### config.mk
export PLATFORM = sky130hd
export DESIGN_NAME = timer_capture_output_sync
export DESIGN_NICKNAME = d
export VERILOG_FILES = /design/src/design/timer_capture_output_sync_pkg.sv /design/src/design/timer_capture_output_sync.sv
export SDC_FILE = /design/constraint.sdc
export NUM_CORES = 1
export LEC_CHECK = 0
export BUFFER_PORTS_ARGS = -buffer_cell sky130_fd_sc_hd__buf_2
export CAP_MARGIN = 20
export CORE_MARGIN = 1
export CORE_UTILIZATION = 40
export CTS_BUF_LIST = sky130_fd_sc_hd__clkbuf_16
export DETAILED_ROUTE_END_ITERATION = 7
export MAX_ROUTING_LAYER = met4
export PLACE_DENSITY_LB_ADDON = 0.25
export SLEW_MARGIN = 25
export SYNTH_ARGS = -nofsm -noshare
export SYNTH_HDL_FRONTEND = slang
export SYNTH_SLANG_ARGS = --single-unit
### constraint.sdc
create_clock -name clk_sys_i -period 3.2 [get_ports clk_sys_i]
set_clock_uncertainty 0.05 [all_clocks]
set_input_delay 0.32 -clock clk_sys_i [delete_from_list [all_inputs] [get_ports clk_sys_i]]
set_output_delay 0.32 -clock clk_sys_i [all_outputs]
set_load 0.02 [all_outputs]
### src/design/timer_capture_output_sync_pkg.sv
// constants for the timer capture, output and tuned operation channel
package timer_capture_output_sync_pkg;
  // ---------------------------------------------------------------
  // operating modes
  // ---------------------------------------------------------------
  localparam logic [2:0] MODE_INTERVAL = 3'h0;
  localparam logic [2:0] MODE_EVENT = 3'h1;
  localparam logic [2:0] MODE_TRIGGER = 3'h2;
  localparam logic [2:0] MODE_ONESHOT = 3'h3;
  localparam logic [2:0] MODE_PWM = 3'h4;
  localparam logic [2:0] MODE_FREE = 3'h5;
  localparam logic [2:0] MODE_PULSE_WIDTH = 3'h6;
  localparam logic [2:0] MODE_TRIANGLE = 3'h7;
  // ---------------------------------------------------------------
  // edge select codes
  // ---------------------------------------------------------------
  localparam logic [1:0] EDGE_NONE = 2'h0;
  localparam logic [1:0] EDGE_RISE = 2'h1;
  localparam logic [1:0] EDGE_FALL = 2'h2;
  localparam logic [1:0] EDGE_BOTH = 2'h3;
  // ---------------------------------------------------------------
  // selector and option bit positions, reset values and counter limits
  // ---------------------------------------------------------------
  localparam int SEL_CH0_IN1_BIT = 2;
  localparam int SEL_CH1_IN0_BIT = 3;
  localparam int SEL_CH1_IN1_BIT = 4;
  localparam int OPT_FLAG_BIT = 0;
  localparam logic [7:0] SEL_RST = 8'h00;
  localparam logic [7:0] OPT_RST = 8'h00;
  localparam logic [15:0] CNT_MAX = 16'hffff;
  localparam logic [15:0] CNT_ZERO = 16'h0000;
  localparam logic [15:0] CCR_RST = 16'h0000;
endpackage

### src/design/timer_capture_output_sync.sv
// one timer channel: capture, counter readback, overflow flag, outputs, tuned copy, capture source selector
`timescale 1ns/1ps
module timer_capture_output_sync #(
  parameter int unsigned CHANNEL = 1
) (
  input wire logic clk_sys_i,
  input wire logic nrst_i,
  input wire logic count_enable_bit_i,
  input wire logic count_tick_i,
  input wire logic [2:0] mode_select_field_i,
  input wire logic [1:0] output_enable_bit_i,
  input wire logic [1:0] output_level_bit_i,
  input wire logic [1:0] edge_sel_0_i,
  input wire logic [1:0] edge_sel_1_i,
  input wire logic [1:0] ccr_is_capture_i,
  input wire logic capture_pin_0_i,
  input wire logic capture_pin_1_i,
  input wire logic uart_receive_0_i,
  input wire logic uart_receive_1_i,
  input wire logic interval_match_signal_i,
  input wire logic [1:0] ccr_wr_i,
  input wire logic [15:0] ccr_wdata_i,
  input wire logic opt_wr_i,
  input wire logic [7:0] opt_wdata_i,
  input wire logic ovf_bit_clr_i,
  input wire logic sel_wr_i,
  input wire logic [7:0] sel_wdata_i,
  input wire logic sync_enable_bit_i,
  input wire logic [2:0] master_mode_i,
  input wire logic [1:0] master_ccr_wr_i,
  input wire logic [15:0] master_wdata_i,
  input wire logic master_match_i,
  input wire logic [15:0] master_ccr_0_i,
  input wire logic [15:0] master_ccr_1_i,
  output logic timer_output_0_o,
  output logic timer_output_1_o,
  output logic [15:0] capcmp_reg_0_o,
  output logic [15:0] capcmp_reg_1_o,
  output logic [15:0] counter_read_buffer_o,
  output logic overflow_flag_o,
  output logic overflow_interrupt_o,
  output logic [1:0] capture_irq_o,
  output logic compare_match_o,
  output logic [7:0] option_reg_o,
  output logic [7:0] capture_source_select_reg_o
);
  // ---------------------------------------------------------------
  // elaboration check
  // ---------------------------------------------------------------
  if (CHANNEL > 3) begin : g_bad_channel
    $error("CHANNEL must be 0 to 3");
  end

  localparam bit IS_SLAVE = (CHANNEL == 1) || (CHANNEL == 3);

  typedef enum logic [1:0] {
    ST_STOP = 2'b01,
    ST_RUN = 2'b10
  } run_e;

  function automatic logic edge_hit(input logic [1:0] sel, input logic prev, input logic cur);
    logic hit;
    hit = 1'b0;
    case (sel)
      timer_capture_output_sync_pkg::EDGE_RISE: hit = !prev && cur;
      timer_capture_output_sync_pkg::EDGE_FALL: hit = prev && !cur;
      timer_capture_output_sync_pkg::EDGE_BOTH: hit = prev ^ cur;
      default: hit = 1'b0;
    endcase
    return hit;
  endfunction

  // ---------------------------------------------------------------
  // input synchronisers and capture source selection
  // ---------------------------------------------------------------
  logic [3:0] pin_s1_ff;
  logic [3:0] pin_s2_ff;
  logic [7:0] sel_ff;
  logic [7:0] nxt_sel;
  logic [1:0] cap_src;
  logic [1:0] cap_prev_ff;
  logic [1:0] edge_ev;

  always_comb begin
    nxt_sel = sel_ff;
    if (sel_wr_i) begin
      nxt_sel = sel_wdata_i;
    end
    cap_src = pin_s2_ff[1:0];
    // uart lines let the timer time a received break and sync field
    if (CHANNEL == 1) begin
      if (sel_ff[timer_capture_output_sync_pkg::SEL_CH1_IN0_BIT]) begin
        cap_src[0] = pin_s2_ff[2];
      end
      if (sel_ff[timer_capture_output_sync_pkg::SEL_CH1_IN1_BIT]) begin
        cap_src[1] = pin_s2_ff[3];
      end
    end
    // interval match is on our clock, so it bypasses the synchroniser
    if (CHANNEL == 0 && sel_ff[timer_capture_output_sync_pkg::SEL_CH0_IN1_BIT]) begin
      cap_src[1] = interval_match_signal_i;
    end
    edge_ev[0] = edge_hit(edge_sel_0_i, cap_prev_ff[0], cap_src[0]);
    edge_ev[1] = edge_hit(edge_sel_1_i, cap_prev_ff[1], cap_src[1]);
  end

  always_ff @(posedge clk_sys_i) begin
    if (!nrst_i) begin
      pin_s1_ff <= 4'h0;
      pin_s2_ff <= 4'h0;
      cap_prev_ff <= 2'h0;
      sel_ff <= timer_capture_output_sync_pkg::SEL_RST;
    end else begin
      pin_s1_ff <= {uart_receive_1_i, uart_receive_0_i, capture_pin_1_i, capture_pin_0_i};
      pin_s2_ff <= pin_s1_ff;
      cap_prev_ff <= cap_src;
      sel_ff <= nxt_sel;
    end
  end

  // ---------------------------------------------------------------
  // counter, capture and overflow
  // ---------------------------------------------------------------
  run_e state_ff;
  run_e nxt_state;
  logic counted_ff;
  logic nxt_counted;
  logic [15:0] cnt_ff;
  logic [15:0] nxt_cnt;
  logic [15:0] ccr_ff [2];
  logic [15:0] nxt_ccr [2];
  logic ovf_ff;
  logic nxt_ovf;
  logic ovf_irq_ff;
  logic [1:0] cap_irq_ff;
  logic match_ff;
  logic [6:0] opt_ff;
  logic [6:0] nxt_opt;
  logic running;
  logic tick;
  logic pw_mode;
  logic [1:0] cap_ev;
  logic match0;
  logic match1;
  logic ovf_ev;
  logic clr_req;
  logic tuned;
  logic [1:0] prog_copy;
  logic pwm_copy;
  logic start;

  always_comb begin
    running = (state_ff == ST_RUN);
    tick = running && count_tick_i;
    pw_mode = (mode_select_field_i == timer_capture_output_sync_pkg::MODE_PULSE_WIDTH);
    start = (state_ff == ST_STOP) && count_enable_bit_i;
    match0 = tick && counted_ff && (cnt_ff == ccr_ff[0]);
    match1 = tick && counted_ff && (cnt_ff == ccr_ff[1]);
    for (int m = 0; m < 2; m++) begin
      cap_ev[m] = running && edge_ev[m] &&
                  (pw_mode || (mode_select_field_i == timer_capture_output_sync_pkg::MODE_FREE &&
                  ccr_is_capture_i[m]));
    end
    ovf_ev = tick && counted_ff && (cnt_ff == timer_capture_output_sync_pkg::CNT_MAX) && !(|cap_ev) &&
             (pw_mode || mode_select_field_i == timer_capture_output_sync_pkg::MODE_FREE);
    // tuned copies only reach a slave whose sync bit is set
    tuned = IS_SLAVE && sync_enable_bit_i &&
            master_mode_i != timer_capture_output_sync_pkg::MODE_TRIANGLE;
    for (int m = 0; m < 2; m++) begin
      prog_copy[m] = tuned && master_mode_i == timer_capture_output_sync_pkg::MODE_FREE &&
                    master_ccr_wr_i[m];
    end
    pwm_copy = tuned && master_mode_i == timer_capture_output_sync_pkg::MODE_PWM && master_match_i;
    clr_req = ovf_bit_clr_i || (opt_wr_i && !opt_wdata_i[timer_capture_output_sync_pkg::OPT_FLAG_BIT]);

    nxt_state = count_enable_bit_i ? ST_RUN : ST_STOP;
    nxt_counted = running && count_enable_bit_i && (counted_ff || tick);
    nxt_cnt = cnt_ff;
    if (!count_enable_bit_i) begin
      nxt_cnt = timer_capture_output_sync_pkg::CNT_MAX;
    end else if (pw_mode && (|cap_ev)) begin
      nxt_cnt = timer_capture_output_sync_pkg::CNT_ZERO;
    end else if (tick) begin
      if (match0 && !pw_mode && mode_select_field_i != timer_capture_output_sync_pkg::MODE_FREE) begin
        nxt_cnt = timer_capture_output_sync_pkg::CNT_ZERO;
      end else begin
        nxt_cnt = cnt_ff + 16'h0001;
      end
    end
    for (int m = 0; m < 2; m++) begin
      nxt_ccr[m] = ccr_ff[m];
      if (cap_ev[m]) begin
        nxt_ccr[m] = cnt_ff;
      end else if (prog_copy[m]) begin
        nxt_ccr[m] = master_wdata_i;
      end else if (pwm_copy) begin
        nxt_ccr[m] = (m == 0) ? master_ccr_0_i : master_ccr_1_i;
      end else if (ccr_wr_i[m]) begin
        nxt_ccr[m] = ccr_wdata_i;
      end
    end
    // set has priority so a clear racing an overflow loses nothing
    nxt_ovf = ovf_ev || (ovf_ff && !clr_req);
    nxt_opt = opt_wr_i ? opt_wdata_i[7:1] : opt_ff;
  end

  always_ff @(posedge clk_sys_i) begin
    if (!nrst_i) begin
      state_ff <= ST_STOP;
      counted_ff <= 1'b0;
      cnt_ff <= timer_capture_output_sync_pkg::CNT_MAX;
      ccr_ff[0] <= timer_capture_output_sync_pkg::CCR_RST;
      ccr_ff[1] <= timer_capture_output_sync_pkg::CCR_RST;
      ovf_ff <= 1'b0;
      ovf_irq_ff <= 1'b0;
      cap_irq_ff <= 2'h0;
      match_ff <= 1'b0;
      opt_ff <= timer_capture_output_sync_pkg::OPT_RST[7:1];
    end else begin
      state_ff <= nxt_state;
      counted_ff <= nxt_counted;
      cnt_ff <= nxt_cnt;
      ccr_ff[0] <= nxt_ccr[0];
      ccr_ff[1] <= nxt_ccr[1];
      ovf_ff <= nxt_ovf;
      ovf_irq_ff <= ovf_ev;
      cap_irq_ff <= cap_ev;
      match_ff <= match0;
      opt_ff <= nxt_opt;
    end
  end

  // ---------------------------------------------------------------
  // output control
  // ---------------------------------------------------------------
  logic [1:0] wave_ff;
  logic [1:0] nxt_wave;
  logic [1:0] pin_ff;
  logic [1:0] nxt_pin;

  always_comb begin
    nxt_wave = wave_ff;
    if (!running) begin
      // waves rise at count start: low before counting, high after
      nxt_wave = start ? 2'h3 : 2'h0;
    end else begin
      case (mode_select_field_i)
        timer_capture_output_sync_pkg::MODE_INTERVAL,
        timer_capture_output_sync_pkg::MODE_EVENT: begin
          nxt_wave[1] = wave_ff[1] ^ match0;
        end
        timer_capture_output_sync_pkg::MODE_TRIGGER: begin
          nxt_wave[1] = match1 ? 1'b1 : (match0 ? 1'b0 : wave_ff[1]);
          nxt_wave[0] = wave_ff[0] ^ match0;
        end
        timer_capture_output_sync_pkg::MODE_ONESHOT,
        timer_capture_output_sync_pkg::MODE_PWM: begin
          nxt_wave[1] = match1 ? 1'b1 : (match0 ? 1'b0 : wave_ff[1]);
          if (mode_select_field_i == timer_capture_output_sync_pkg::MODE_PWM) begin
            nxt_wave[0] = tuned ? nxt_wave[1] : (wave_ff[0] ^ match0);
          end
        end
        timer_capture_output_sync_pkg::MODE_FREE: begin
          nxt_wave[0] = wave_ff[0] ^ (match0 && !ccr_is_capture_i[0]);
          nxt_wave[1] = wave_ff[1] ^ (match1 && !ccr_is_capture_i[1]);
        end
        default: nxt_wave = wave_ff;
      endcase
    end
    for (int m = 0; m < 2; m++) begin
      if (pw_mode) begin
        nxt_pin[m] = 1'b0;
      end else if (output_enable_bit_i[m] && count_enable_bit_i) begin
        nxt_pin[m] = nxt_wave[m] ^ output_level_bit_i[m];
      end else begin
        nxt_pin[m] = output_level_bit_i[m];
      end
    end
  end

  always_ff @(posedge clk_sys_i) begin
    if (!nrst_i) begin
      wave_ff <= 2'h0;
      pin_ff <= 2'h0;
    end else begin
      wave_ff <= nxt_wave;
      pin_ff <= nxt_pin;
    end
  end

  assign timer_output_0_o = pin_ff[0];
  assign timer_output_1_o = pin_ff[1];
  assign capcmp_reg_0_o = ccr_ff[0];
  assign capcmp_reg_1_o = ccr_ff[1];
  assign counter_read_buffer_o = cnt_ff;
  assign overflow_flag_o = ovf_ff;
  assign overflow_interrupt_o = ovf_irq_ff;
  assign capture_irq_o = cap_irq_ff;
  assign compare_match_o = match_ff;
  assign option_reg_o = {opt_ff, ovf_ff};
  assign capture_source_select_reg_o = sel_ff;
endmodule

== Word level (Yosys, flattened, before mapping) ==
Memory sizes are Yosys's and may differ from the RTL's.
Index checks and enable logic that the tools add are counted.
Word-level totals
  register bits after elaboration: 53
  bits in latches: 0
  memory bits (writable): 32
  memory bits (read-only): 0
  bits of input ports: 114
  logic and storage cells: 137
  memories kept: 1
Memories
  ccr_ff: words 2, bits a word 16, read ports 2, clocked after memory_dff 0, write ports 2, RTL line timer_capture_output_sync.sv:130  | logic [15:0] ccr_ff [2];
Operators by class
  add/sub/neg operators: 1
  multipliers: 0
  div/mod/pow operators: 0
  magnitude comparators: 0
  eq/ne operators: 21
  shifts and indexed selects: 0
  muxes and demuxes: 30
  bitwise operators: 11
  reduce and logical (&&, ||, !) cells: 59
Operators by type and width (number)
  $mux W16: 13
  $logic_and A1 B1 Y1: 35
  $eq A16 B16 Y1: 2
  $add A16 B1 Y16 const B: 1
  $eq A16 B16 Y1 const B: 1
  $eq A3 B3 Y1 const B: 5
  $pmux W1 S3: 4
  $eq A2 B2 Y1 const B: 5
  $logic_not A1 Y1: 10
  $mux W1: 10
  $reduce_or A2 Y1: 4
  $xor A1 B1 Y1: 8
  $eq A2 B1 Y1 const B: 3
  $eq A3 B2 Y1 const B: 2
  $logic_or A1 B1 Y1: 6
  $mux W2: 3
  $ne A3 B3 Y1 const B: 2
  $eq A3 B1 Y1 const B: 1
  $logic_not A3 Y1: 1
  $reduce_or A3 Y1: 1
  $or A1 B1 Y1: 2
  $reduce_and A2 Y1: 1
  $reduce_bool A2 Y1: 1
  $not A1 Y1: 1

== Depth between registers and ports, before layout ==
  depth in word-level cells: 12
  depth in mapped cells: 11
  gate-level depth less buffers: 10

== Worst setup path before layout ==
OpenSTA, ideal clock, no wires.
  path kind: reg2reg
  from: reg sel_ff[4], in the netlist capture_source_select_reg_o[4]
  to: reg cnt_ff[10], in the netlist counter_read_buffer_o[10]
  arrival time: 2.572 ns
  setup slack: 0.447 ns
  cell stages (with the launch flop): 12
  clock period less this slack: 2.753 ns
  cell sequence: dfxtp_1 -> mux2i_1 -> ha_1 -> nor2b_1 -> o21ai_1 -> a221oi_4 -> o21ai_1 -> and2_1 -> clkbuf_1 -> nor4_1 -> xnor2_1 -> o21ai_1
On the way
  cells in the longest elaborated chain, start to end: 9
  elaborated cells between the ends (all ways): 12
Ends and longest elaborated chain
  start, declared: RTL line timer_capture_output_sync.sv:78  | logic [7:0] sel_ff;
  start signal, assigned: RTL line timer_capture_output_sync.sv:112  | sel_ff <= timer_capture_output_sync_pkg::SEL_RST;
  start signal, assigned: RTL line timer_capture_output_sync.sv:117  | sel_ff <= nxt_sel;
  $mux W1 (*): RTL line timer_capture_output_sync.sv:95  | if (sel_ff[timer_capture_output_sync_pkg::SEL_CH1_IN1_BIT]) begin
  $logic_not A1 Y1: RTL line timer_capture_output_sync.sv:66  | timer_capture_output_sync_pkg::EDGE_FALL: hit = prev && !cur;
  $logic_and A1 B1 Y1: RTL line timer_capture_output_sync.sv:66
  $pmux W1 S3 (*): RTL line timer_capture_output_sync.sv:64  | case (sel)
  $logic_and A1 B1 Y1 (*) (2 in a row): RTL line timer_capture_output_sync.sv:160  | cap_ev[m] = running && edge_ev[m] &&
  $reduce_or A2 Y1 (*): RTL line timer_capture_output_sync.sv:181  | end else if (pw_mode && (|cap_ev)) begin
  $logic_and A1 B1 Y1 (*): RTL line timer_capture_output_sync.sv:181
  $mux W16 or $reduce_bool A2 Y1 (tied branches)
  end signal, assigned: RTL line timer_capture_output_sync.sv:211  | cnt_ff <= timer_capture_output_sync_pkg::CNT_MAX;
  end signal, assigned: RTL line timer_capture_output_sync.sv:222  | cnt_ff <= nxt_cnt;
  end, declared: RTL line timer_capture_output_sync.sv:128  | logic [15:0] cnt_ff;
Every way passes the cells marked *; elsewhere a longest branch is shown, timed or not.
A chain may end at the register's enable or synchronous reset.

== Worst setup path after layout ==
  from: reg sel_ff[3], in the netlist capture_source_select_reg_o[3]
  to: reg cnt_ff[9], in the netlist counter_read_buffer_o[9]
On the way
  cells in the longest elaborated chain, start to end: 9
  elaborated cells between the ends (all ways): 12
Ends and longest elaborated chain
  $mux W1 (*): RTL line timer_capture_output_sync.sv:92  | if (sel_ff[timer_capture_output_sync_pkg::SEL_CH1_IN0_BIT]) begin
  $logic_not A1 Y1: RTL line timer_capture_output_sync.sv:66
  $logic_and A1 B1 Y1: RTL line timer_capture_output_sync.sv:66
  $pmux W1 S3 (*): RTL line timer_capture_output_sync.sv:64
  $logic_and A1 B1 Y1 (*) (2 in a row): RTL line timer_capture_output_sync.sv:160
  $reduce_or A2 Y1 (*): RTL line timer_capture_output_sync.sv:181
  $logic_and A1 B1 Y1 (*): RTL line timer_capture_output_sync.sv:181
  $mux W16 or $reduce_bool A2 Y1 (tied branches)
Marks and branches as above.

==> results.md <==
* NumNets Final at 889
* Core region area at 0.0120 sq mm
* H-tree lvl count at 3
* Initial Utilization at 0.408
* Worst hold stages at 2
* Number of gates resized after cts at 0
* Distinct cells, synth at 61
* Fmax at 351 MHz
* Die ar. at 0.0127 sq mm
* Sink Count at 85
* Final Max Slew Viols at 0
* Vias at 4903
* DRC viols at 2
* CP Class: reg -> reg
* Skew-Pair Late Insertion Delay at 350 ps
* Final core utilization at 0.517
* Final setup TNS at 0 ps
* Cts hold-fix bufs at 0
* Critical Path Start Type: flop
* Tcrit/Tclk final at 0.891
* Final setup vio count at 0
* Psw at 0.774 mW
* Final hold vios at 0
* Top sig layer: met4
* Row count at 40
* Largest net degree at the start of global routing at 56
* Stages on the worst setup path at 10
* Total Power at 2.69 mW
* Port Buffer Count at 183
* Initial antenna violation count at 0
* Total CTS buffers at 9
* Syn avg cell area at 8.05 sq um
* Crit Path Max Fanout at 6
* Non-filler cells, final at 922
* Metal-1 WL at 6930 um
* Slew HR at 0.351
* TritonCTS clock tree: built
* Combinational power share at 0.167
* Yosys reg bits at 85
* Post-CTS setup buffers at 0
* Vias in the first global route at 4511
* Clock buffer depth at 2
* RSZ-0062 raised after global routing: false
* Sequential share of power at 0.429
* Min cycle time layout at 2850 ps
* Crit path capture type: flop
* Switching fraction of total power at 0.287
* Synthesized instance count at 607
* Post-detail-place hpwl at 11300 um
* Die width at 113 um
* Flip-flop and latch area at 0.00170 sq mm
* Reg2Reg Depth at 10
* Register area share after synthesis at 0.348
* Yosys top cell area share at 0.348
* Failing checks: design-rule violations
* HP Class: in -> reg
* Predominant post-synthesis flop cell: dfxtp_1
* Pleak at 2.72 nW
* Power density over cell area at 436 mW/mm^2
* DRT iter0 DRCs at 222
* Drt pass-1 iters at 7
* Slew @ Worst Pin at 973 ps
* Internal at 1.92 mW
* Chip Height at 113 um
* Routability Congestion at 0.898
* Slowest-stage cell, CP: a211oi_1
* Status: finished, violations left
* Fill count at 1155
* Area leader, netlist: dfxtp_1
* Bufs and invs on worst path at 0
* IO Pins at 185
* Layout cells sized above 1 at 0.307
* Drt wl/cell at 15.7 um
* Vias per inst at 5.32
* Root Buffer: clkbuf_16
* Crit-path most repeated cell: o21ai_1
* Clock-pin slew on the worst setup and hold paths at 70 ps
* Area of the multi-input gates at 0.00285 sq mm
* Clock Power Share at 0.404
* Mapped Area at 0.00489 sq mm
* Detailed Route WL at 14500 um
* Met2 WL at 6470 um
* Yosys warning total at 0
* CP required at 3370 ps
* Leading post-synthesis cells by cell area: dfxtp_1 (35%), a211oi_1 (10%), nor2_1 (7.5%)
* CP arrival at 3020 ps
* Critical Path Max Stage Delay at 560 ps
* Placed Cells at 906
* Post-synth EDFFs at 0
* Crit-path cells: mux2i_1 -> ha_1 -> nor2b_1 -> o21ai_1 -> a221oi_1 -> o21ai_1 -> a211oi_1 -> nand3_1 -> xor2_1 -> o21ai_1
* Number of routed nets with antenna violations at 0
* Syn_nets at 726
* GRT Overall Usage at 0.239
* Ant diodes at 0
* Critical path's top delay family: compound AO/OA/AOI/OAI gates
* Syn-to-layout area delta at 26.5%
* Max Cap Violations at 0
* Global route total overflow at 0
* Maximum vdd drop at 0.000222 V
* Met3 wire len at 828 um
* First-pass GRT wire length at 23100 um
* Post-synth ARST share at 0
-- stage by stage --
step | setup WS [ps] | instance area (sq um) | hold WS (ps)
4_1_cts | 323 | 6180 | 120
5_1_grt | 71.1 | 6180 | 124
6_report | 349 | 6180 | 124
3_5_place_dp | 342 | 5870 | 372
3_3_place_gp | 423 | 5870 | 365
2_1_floorplan | 447 | 4890 | 362
-- area by class of cell --
class,count,share of cell area
clock inverters,7,0.0134
flip-flops and latches,85,0.275
inverters,16,0.00972
clock buffers,9,0.0364
well taps,147,0.0298
repair buffers,205,0.175
multi-input cells,453,0.461
-- cell usage after synthesis, types with 8 or more instances --
cell type and count:
nor2_1 97, nor4_1 9, nand2_1 17, a211oi_1 66, buf_6 8, mux2i_1 17
xor2_1 25, clkbuf_1 35, dfxtp_1 85, nor2b_1 22, xnor2_1 18, nand3_1 16
nor3_1 20, a21oi_1 55, o21ai_1 17, inv_1 11, and2_1 10
-- placed cells by master, fill, tap and decap left out, drive strengths merged, types with 6 or more instances in the layout --
master / instances
buf: 205
and2: 11
nand3: 16
nor3: 21
nand4: 6
mux2i: 17
inv: 17
a211oi: 66
a21oi: 55
o21ai: 21
nand2: 18
dfxtp: 85
nor2: 97
nor4: 9
xnor2: 18
clkbuf: 9
xor2: 25
nor2b: 23
-- sequential cells by signal (all words and copies together), names as in the netlist, 2 cells and up --
name	flops
cap_prev_ff	2
capture_irq_o	2
capture_source_select_reg_o	8
ccr_ff	32
counter_read_buffer_o	16
opt_ff	7
pin_ff	2
pin_s1_ff	4
pin_s2_ff	4
state_ff	2
wave_ff	2
-- power by group through the flow --
stage / Clock (mW) / Sequential, mW / Combinational (mW)
after floorplan: 0 / 1.23 / 0.227
after global placement: 0 / 1.18 / 0.438
after detailed placement: 0 / 1.18 / 0.449
after CTS: 1.10 / 1.16 / 0.450
after global routing: 1.16 / 1.16 / 0.494
final: 1.09 / 1.16 / 0.449
-- kinds of logic (layout without fill, tap and decap cells) --
family / count (synthesis) / in the layout / synth area share
flops: 85 / 85 / 0.348
compound gates: 167 / 167 / 0.230
xor+xnor: 43 / 43 / 0.0771
fa+ha+maj: 5 / 5 / 0.0128
mux: 19 / 19 / 0.0402
simple gates: 219 / 219 / 0.221
buf+inv: 69 / 237 / 0.0704
-- path summary, 6_finish.rpt --
path | endpoint | slack, ps | from
setup / recovery | counter_read_buffer_o[9] | 350 | capture_source_select_reg_o[3]
hold / removal | pin_s1_ff[1] | 120 | capture_pin_1_i
setup reg to reg | counter_read_buffer_o[9] | 350 | capture_source_select_reg_o[3]
hold reg to reg | pin_s2_ff[0] | 390 | pin_s1_ff[0]
-- worst reg2reg max path, stage by stage (launching register included) --
cell	delay, ps
dfxtp_1	370
mux2i_1	300
ha_1	280
nor2b_1	110
o21ai_1	100
a221oi_1	310
o21ai_1	270
a211oi_1	560
nand3_1	160
xor2_1	150
o21ai_1	70
-- metal layers --
layer / global-route usage / vias to the layer above
met5: - / -
met4: 0.0658 / 0
met3: 0.0464 / 18
met2: 0.363 / 187
met1: 0.325 / 2212
li1: - / 2486
Power figures use the tool's default switching activity.
